## src/shared/char_format_pkg.sv

```systemverilog
// Register map, field layout and timing constants for the character format block.
package char_format_pkg;
  localparam logic [7:0] ADDR_CHAR_FORMAT = 8'h08;
  localparam logic [7:0] ADDR_IRQ_STATUS  = 8'h10;
  localparam logic [7:0] ADDR_IRQ_MASK    = 8'h11;
  localparam logic [7:0] ADDR_TX_DATA     = 8'h12;
  localparam logic [7:0] ADDR_RX_DATA     = 8'h13;
  localparam logic [7:0] ADDR_LINE_STATUS = 8'h14;
  localparam logic [7:0] CHAR_FORMAT_RESET = 8'h00;
  localparam int PARITY_TYPE_BIT = 7;
  localparam int PARITY_MODE_HI  = 6;
  localparam int PARITY_MODE_LO  = 5;
  localparam int IGNORE_BIT      = 4;
  localparam int STOP_LEN_HI     = 3;
  localparam int STOP_LEN_LO     = 2;
  localparam int CHAR_LEN_HI     = 1;
  localparam int CHAR_LEN_LO     = 0;
  localparam logic [1:0] PAR_NONE   = 2'h0;
  localparam logic [1:0] PAR_FORCE  = 2'h1;
  localparam logic [1:0] PAR_NORMAL = 2'h2;
  // Status bit positions.
  localparam int IRQ_RX_DONE = 0;
  localparam int IRQ_PARITY  = 1;
  localparam int IRQ_FRAME   = 2;
  localparam int IRQ_TX_DONE = 3;
  // Bit timing: 16 clocks of 100 ns per bit at 10 MHz.
  localparam int CLK_HZ     = 10_000_000;
  localparam int BIT_NS     = 1600;
  localparam int BIT_CYCLES = (BIT_NS * (CLK_HZ / 1_000_000) + 999) / 1000;
  localparam int HALF_CYCLES = BIT_CYCLES / 2;
  localparam logic [5:0] BIT_CNT_MAX = 6'(BIT_CYCLES - 1);
  localparam logic [5:0] HALF_CNT    = 6'(HALF_CYCLES - 1);
  localparam logic [3:0] DATA_BITS_MIN = 4'h5;

  // Number of data bits selected by a character length code.
  function automatic logic [3:0] data_bits(input logic [1:0] code);
    data_bits = DATA_BITS_MIN + {2'h0, code};
  endfunction

  // Parity bit value for a character under the given mode and type.
  function automatic logic parity_of(input logic [7:0] data, input logic [1:0] len,
                                     input logic [1:0] mode, input logic odd);
    logic [7:0] m;
    m = 8'hFF >> (2'h3 - len);
    if (mode == PAR_FORCE)
      parity_of = odd;
    else
      parity_of = (^(data & m)) ^ odd;
  endfunction

  // Stop half-bit periods: 00 one bit, 01 one and a half, 10 and 11 two.
  function automatic logic [1:0] stop_halves(input logic [1:0] code);
    case (code)
      2'h0:    stop_halves = 2'h2;
      2'h1:    stop_halves = 2'h3;
      default: stop_halves = 2'h0;
    endcase
  endfunction
endpackage

```

## src/design/char_rx.sv

```systemverilog
// Receiver that samples one character with the configured format.
module char_rx
  import char_format_pkg::*;
(
  // Clock and reset
  input  wire logic       clk_i,
  input  wire logic       rst_i,
  // Format
  input  wire logic [7:0] fmt_i,
  // Line, already synchronised
  input  wire logic       rxd_i,
  // Results
  output logic [7:0]      data_o,
  output logic            done_o,
  output logic            parity_err_o,
  output logic            frame_err_o
);
  typedef enum logic [1:0] {
    RX_IDLE   = 2'b00,
    RX_START  = 2'b01,
    RX_DATA   = 2'b10,
    RX_STOP   = 2'b11
  } rx_state_t;

  typedef struct packed {
    rx_state_t  st;
    logic [5:0] cnt;
    logic [3:0] idx;
    logic [7:0] shift;
    logic       par;
    logic       par_phase;
    logic [7:0] data;
    logic       done;
    logic       perr;
    logic       ferr;
  } rx_t;

  rx_t r;
  rx_t next_r;
  logic [1:0] mode;

  assign mode = fmt_i[PARITY_MODE_HI:PARITY_MODE_LO];

  always_comb
  begin
    next_r = r;
    next_r.done = 1'b0;
    next_r.perr = 1'b0;
    next_r.ferr = 1'b0;
    unique case (r.st)
      RX_IDLE:
      begin
        if (!rxd_i)
        begin
          next_r.st = RX_START;
          next_r.cnt = HALF_CNT;
        end
      end
      RX_START:
      begin
        if (r.cnt != 6'h00)
          next_r.cnt = r.cnt - 6'h01;
        else if (rxd_i)
          next_r.st = RX_IDLE;
        else
        begin
          next_r.st = RX_DATA;
          next_r.cnt = BIT_CNT_MAX;
          next_r.idx = 4'h0;
          next_r.shift = 8'h00;
          next_r.par_phase = 1'b0;
        end
      end
      RX_DATA:
      begin
        if (r.cnt != 6'h00)
          next_r.cnt = r.cnt - 6'h01;
        else
        begin
          next_r.cnt = BIT_CNT_MAX;
          if (r.par_phase)
          begin
            next_r.par = rxd_i;
            next_r.st = RX_STOP;
          end
          else
          begin
            next_r.shift = r.shift | ({7'h00, rxd_i} << r.idx[2:0]);
            next_r.idx = r.idx + 4'h1;
            if (r.idx + 4'h1 == data_bits(fmt_i[CHAR_LEN_HI:CHAR_LEN_LO]))
            begin
              if (mode == PAR_FORCE || mode == PAR_NORMAL)
                next_r.par_phase = 1'b1;
              else
                next_r.st = RX_STOP;
            end
          end
        end
      end
      RX_STOP:
      begin
        if (r.cnt != 6'h00)
          next_r.cnt = r.cnt - 6'h01;
        else
        begin
          next_r.st = RX_IDLE;
          next_r.data = r.shift;
          next_r.done = 1'b1;
          next_r.ferr = !rxd_i;
          // Parity is checked only when enabled and not ignored.
          if ((mode == PAR_FORCE || mode == PAR_NORMAL) && !fmt_i[IGNORE_BIT])
            next_r.perr = r.par != parity_of(r.shift, fmt_i[CHAR_LEN_HI:CHAR_LEN_LO],
                                              mode, fmt_i[PARITY_TYPE_BIT]);
        end
      end
    endcase
  end

  always_ff @(posedge clk_i or posedge rst_i)
  begin
    if (rst_i)
      r <= '{st: RX_IDLE, default: '0};
    else
      r <= next_r;
  end

  assign data_o = r.data;
  assign done_o = r.done;
  assign parity_err_o = r.perr;
  assign frame_err_o = r.ferr;
endmodule

```

## src/design/serial_char_format_config.sv

```systemverilog
// Character format register, transmitter framing and interrupt logic of one serial channel.
//
// Implementation choice: the plain strobed port.
module serial_char_format_config
  import char_format_pkg::*;
(
  // Clock and reset
  input  wire logic       clk_i,
  input  wire logic       rst_i,
  // Register port
  input  wire logic [7:0] addr_i,
  input  wire logic [7:0] wdata_i,
  input  wire logic       wr_i,
  input  wire logic       rd_i,
  output logic [7:0]      rdata_o,
  // Serial line
  input  wire logic       rxd_i,
  output logic            txd_o,
  // Interrupt
  output logic            irq_o
);
  typedef enum logic [1:0] {
    TX_IDLE  = 2'b00,
    TX_START = 2'b01,
    TX_DATA  = 2'b10,
    TX_STOP  = 2'b11
  } tx_state_t;

  typedef struct packed {
    logic [7:0] fmt;
    logic [3:0] status;
    logic [3:0] mask;
    logic [7:0] rdata;
    logic [7:0] rx_hold;
    logic [2:0] sync;
    logic       rxd;
    tx_state_t  st;
    logic [5:0] cnt;
    logic [3:0] idx;
    logic [7:0] shift;
    logic       par_phase;
    logic       par;
    logic [1:0] halves;
    logic       txd;
  } top_t;

  top_t s;
  top_t next_s;
  logic [7:0] rx_data;
  logic       rx_done;
  logic       rx_perr;
  logic       rx_ferr;
  logic [1:0] mode;
  logic [3:0] events;

  assign mode = s.fmt[PARITY_MODE_HI:PARITY_MODE_LO];

  char_rx u_rx (
    .clk_i        (clk_i),
    .rst_i        (rst_i),
    .fmt_i        (s.fmt),
    .rxd_i        (s.rxd),
    .data_o       (rx_data),
    .done_o       (rx_done),
    .parity_err_o (rx_perr),
    .frame_err_o  (rx_ferr)
  );

  always_comb
  begin
    next_s = s;
    events = 4'h0;
    next_s.rdata = 8'h00;

    // Pin input passes three flops; the level changes once the last two agree.
    next_s.sync = {s.sync[1:0], rxd_i};
    if (s.sync[2] == s.sync[1])
      next_s.rxd = s.sync[2];

    if (rx_done)
      next_s.rx_hold = rx_data;

    // Register reads; the status read clears the bits it returned.
    if (rd_i)
    begin
      unique case (addr_i)
        ADDR_CHAR_FORMAT: next_s.rdata = s.fmt;
        ADDR_IRQ_STATUS:
        begin
          next_s.rdata = {4'h0, s.status};
          next_s.status = 4'h0;
        end
        ADDR_IRQ_MASK:    next_s.rdata = {4'h0, s.mask};
        ADDR_RX_DATA:     next_s.rdata = s.rx_hold;
        ADDR_LINE_STATUS: next_s.rdata = {6'h00, s.rxd, s.st == TX_IDLE};
        default:          next_s.rdata = 8'h00;
      endcase
    end

    if (wr_i)
    begin
      unique case (addr_i)
        ADDR_CHAR_FORMAT: next_s.fmt = wdata_i;
        ADDR_IRQ_MASK:    next_s.mask = wdata_i[3:0];
        default:          next_s.mask = s.mask;
      endcase
    end

    // Transmitter; a write while busy is dropped, software polls the idle bit.
    unique case (s.st)
      TX_IDLE:
      begin
        next_s.txd = 1'b1;
        if (wr_i && addr_i == ADDR_TX_DATA)
        begin
          next_s.shift = wdata_i;
          next_s.st = TX_START;
          next_s.cnt = BIT_CNT_MAX;
          next_s.txd = 1'b0;
          next_s.idx = 4'h0;
          next_s.par_phase = 1'b0;
          next_s.par = parity_of(wdata_i, s.fmt[CHAR_LEN_HI:CHAR_LEN_LO],
                                 mode, s.fmt[PARITY_TYPE_BIT]);
        end
      end
      TX_START, TX_DATA:
      begin
        if (s.cnt != 6'h00)
          next_s.cnt = s.cnt - 6'h01;
        else
        begin
          next_s.cnt = BIT_CNT_MAX;
          next_s.st = TX_DATA;
          if (s.par_phase || s.idx == data_bits(s.fmt[CHAR_LEN_HI:CHAR_LEN_LO]))
          begin
            if (!s.par_phase && (mode == PAR_FORCE || mode == PAR_NORMAL))
            begin
              next_s.par_phase = 1'b1;
              next_s.txd = s.par;
            end
            else
            begin
              next_s.st = TX_STOP;
              next_s.txd = 1'b1;
              next_s.cnt = HALF_CNT;
              next_s.halves = stop_halves(s.fmt[STOP_LEN_HI:STOP_LEN_LO]) - 2'h1;
            end
          end
          else
          begin
            next_s.txd = s.shift[s.idx[2:0]];
            next_s.idx = s.idx + 4'h1;
          end
        end
      end
      TX_STOP:
      begin
        next_s.txd = 1'b1;
        if (s.cnt != 6'h00)
          next_s.cnt = s.cnt - 6'h01;
        else if (s.halves != 2'h0)
        begin
          // Stop time runs in half-bit steps so one and a half bits fits.
          next_s.halves = s.halves - 2'h1;
          next_s.cnt = HALF_CNT;
        end
        else
        begin
          next_s.st = TX_IDLE;
          events[IRQ_TX_DONE] = 1'b1;
        end
      end
    endcase

    events[IRQ_RX_DONE] = rx_done;
    events[IRQ_PARITY]  = rx_perr;
    events[IRQ_FRAME]   = rx_ferr;
    // Setting wins over a clear by read in the same cycle.
    next_s.status = next_s.status | events;
  end

  always_ff @(posedge clk_i or posedge rst_i)
  begin
    if (rst_i)
      s <= '{fmt: CHAR_FORMAT_RESET, st: TX_IDLE, sync: 3'h7, rxd: 1'b1, txd: 1'b1,
             default: '0};
    else
      s <= next_s;
  end

  assign rdata_o = s.rdata;
  assign txd_o = s.txd;
  assign irq_o = |(s.status & s.mask);
endmodule

```

## config.mk

```make
export PLATFORM = sky130hd
export DESIGN_NAME = serial_char_format_config
export DESIGN_NICKNAME = d
export VERILOG_FILES = /design/src/shared/char_format_pkg.sv /design/src/design/char_rx.sv /design/src/design/serial_char_format_config.sv
export SDC_FILE = /design/constraint.sdc
export NUM_CORES = 1
export LEC_CHECK = 0
export BUFFER_PORTS_ARGS = -buffer_cell sky130_fd_sc_hd__buf_2
export CELL_PAD_IN_SITES_DETAIL_PLACEMENT = 0
export CELL_PAD_IN_SITES_GLOBAL_PLACEMENT = 1
export CORE_UTILIZATION = 45
export DETAILED_ROUTE_END_ITERATION = 6
export HOLD_SLACK_MARGIN = 0.06
export PLACE_DENSITY = 0.83
export SLEW_MARGIN = 20
export SYNTH_ARGS = -nofsm -noshare
export SYNTH_HDL_FRONTEND = slang
export SYNTH_SLANG_ARGS = --single-unit
```

## constraint.sdc

```tcl
create_clock -name clk_i -period 7.6 [get_ports clk_i]
set_clock_uncertainty 0.2 [all_clocks]
set_input_delay 0.38 -clock clk_i [delete_from_list [all_inputs] [get_ports clk_i]]
set_output_delay 0.38 -clock clk_i [all_outputs]
set_load 0.005 [all_outputs]
```

==> metrics.txt <==
outcome=completed; CTS Sinks=94; synth top area cells=dfrtp_1 (46%), mux2_2 (9.7%), nand2_1 (3.0%), xnor2_1 (2.9%), ha_1 (2.8%); Synth Area in XOR/XNOR=0.0488; synthesized area per cell=between 10 and 15 um2; final setup fails=0; Main synth FF type=dfrtp_1; Core ar.=10400 um2; Critical Path End Type=register; layout filler cell count=935; Syn Inst Count=about 450; Post-Layout Cell Count=610; switching pwr=approximately 0.35 mW; Fin Setup TNS=0 ns; CTS buffer count=9; Final min period=2.85 ns; PD cells=217 nW/um2; Clock power frac=0.319; Total Power Consumption=1.16 mW; total grt overflow=0; register area share after synthesis=0.484; vias in the first global route=3453; top cell type's share of synthesized area=0.457; Critical path origin=s[53]; io pins=31; chip width=about 110 um; Relative slew margins=0.394; gpl congestion=0.794; Post CTS Setup Buffer Count=0; #FFs+latches synth=94; cell taking the most area after synthesis=dfrtp_1; DR vias/cell=between 5 and 6; WP data arrival=between 2 and 3 ns; routed len/inst=16.7 um; Max IR drop VDD=0.123 mV; die height=106 um; worst skew pair latency=between 0.3 and 0.4 ns; combinational fraction of design power=0.163; Register Area=2360 um2; PortBufs=30; Starting Density=0.467; Int Power=slightly above 0.8 mW; gr usage total=0.199; unrepaired setup endpoints after global routing=no; clock buffer depth=2; Reg-to-Reg Start=s[53]; element type at the critical path start=register; Post-synth EDFFs=0; synth warn=0; WS Path Type=register to register; Diodes inserted=0; data required time of the worst path=7.65 ns; post-synthesis mux area share=0.119; footprint of the multi-input gates=2320 um2; HP Start=wdata_i[5]; CTS tree=done; Final Max Tran Viols=0; Netlist cell types=roughly 70; main combinational cell family by area after synthesis=simple AND/OR/NAND/NOR gates; async set-reset flop share out of synthesis=1.00; H-tree depth=3; DR iter-0 viols=175; WL final=10200 um; initial antenna violation count=0; antenna-violating nets left=0; DR vias=between 3000 and 4000; post-synthesis simple-gate area fraction=0.144; Slew @ Worst Pin=0.909 ns; DP HPWL=7360 um; FP Rows=37; Hold Violations, Final=0; first-pass GRT wire length=17400 um; commonest non-fill, non-tap cell in the layout=dfrtp_1; clock tree root buffer cell=clkbuf_8; Final WS setup=4.75 ns; Seq pwr share=0.519; final routed DRC violation total=0; adder-cell share of the synthesized area=0.0303; Clock transition at path regs=0.09 ns; Synth Net Count=480; final-stage net count=501; static leakage=2.45 nW; Setup Slack @ Placement=4.74 ns; first drt pass iteration count=4; placed insts=592; largest net degree at the start of global routing=74; most frequent cells in the layout=dfrtp_1 (89), mux2_2 (42), nand2_1 (39), buf_2 (30), nor2_1 (29); FMAX=0.351 GHz; Sw Share=0.299; Max Cap Viol=0; synthesized area=4870 um2; layout cell share with drive strength beyond 1=0.230; Hold WC Path Type=primary input to register; period utilization=0.375; die area=between 10000 and 15000 um2; WHS=0.115 ns; Layout area overhead=9.18%; worst-path maximum fanout=8; complex-gate fraction of the synthesized area=0.134
## kinds of logic (layout without fill, tap and decap cells)
kind of cell,count (synthesis),after routing
compound gates,92,92
xor+xnor,24,24
fa+ha+maj,12,12
buf+inv,42,68
flops,94,94
mux,50,50
simple gates,134,134
## state kept, by name, summed over array words and instances, names as in the netlist, named ones only
signal and flops:
mode 2, next_s 2, rdata_o 8, s 48, txd_o 1, u_rx.data_o 8, u_rx.done_o 1, u_rx.frame_err_o 1
u_rx.parity_err_o 1, u_rx.r 21
## per-stage QoR
stage               cell area [um2]  utilization
floorplan                      4870            -
CTS                            5320        0.510
finish                         5320        0.510
detailed placement             5070        0.487
global route                   5320        0.510
global placement               5070        0.487
## worst paths after layout
| kind | endpoint | slack [ns] | depth (start not counted) |
|---|---|---|---|
| worst min-delay path | mode[0] | 0.12 | 2 |
| min in group asynchronous | s[23] | 0.34 | 3 |
| max in group asynchronous | u_rx.r[27] | 5.62 | 4 |
| worst max-delay path | s[20] | 4.75 | 6 |
| worst min register to register | next_s[28] | 0.16 | 0 |
| worst max register to register | s[20] | 4.75 | 6 |
## per-layer routing
layer,vias up,wire [um],global-route usage
li1,1658,-,-
met1,1747,4930,0.276
met2,68,4670,0.310
met3,18,352,0.0294
met4,0,244,0.0863
met5,-,0,0
## worst max-delay path: stages (launching register included)
cell and delay [ns]:
dfrtp_1 0.52, ha_1 0.32, or3b_2 0.49, a211oi_2 0.50
a211o_1 0.29, o311ai_0 0.16, a22o_1 0.27
## power groups by stage
| stage | clock network (mW) | registers, mW | logic [mW] |
|---|---|---|---|
| after detailed placement | 0 | 0.607 | 0.188 |
| after CTS | 0.379 | 0.598 | 0.189 |
| final | 0.368 | 0.599 | 0.188 |
| after global placement | 0 | 0.605 | 0.184 |
| after global routing | 0.403 | 0.608 | 0.218 |
| after floorplan | 0 | 0.571 | 0.168 |
## final cells by class
class | count | share of cell area
sequential | 94 | 0.444
tap | 136 | 0.0320
timing repair buffer | 33 | 0.0334
clock inverter | 7 | 0.0181
inverter | 19 | 0.0137
multi-input combinational | 312 | 0.436
clock buffer | 9 | 0.0233
## cells in the mapped netlist (2+ instances only)
cell type / number
dfstp_2: 5
o211ai_1: 2
mux4_2: 2
nand3_1: 8
o311ai_0: 3
or4_1: 3
o31a_1: 2
o21a_1: 6
nand4_1: 3
xor2_1: 6
or3_1: 2
o21ai_0: 19
xnor2_1: 16
clkbuf_1: 10
or3b_2: 2
o31ai_1: 2
a21o_1: 3
buf_2: 5
nand3b_1: 3
or4b_1: 2
a22oi_1: 10
a31oi_1: 6
xnor3_1: 2
a32o_1: 2
nand2_1: 39
a21oi_1: 14
or2_2: 2
a22o_1: 4
nor2b_1: 5
inv_1: 19
buf_4: 8
nand2b_1: 9
mux2_2: 42
nor4_1: 3
nor3_1: 12
mux2i_1: 6
o221ai_1: 2
ha_1: 11
nor3b_1: 2
nor2_1: 29
dfrtp_1: 89
## what timing repair did
| action | CTS | global route |
|---|---|---|
| hold endpoints to repair | 21 | 0 |
| resized for setup | 0 | 0 |
| hold buffers | 2 | 0 |
Power figures use the tool's default switching activity.
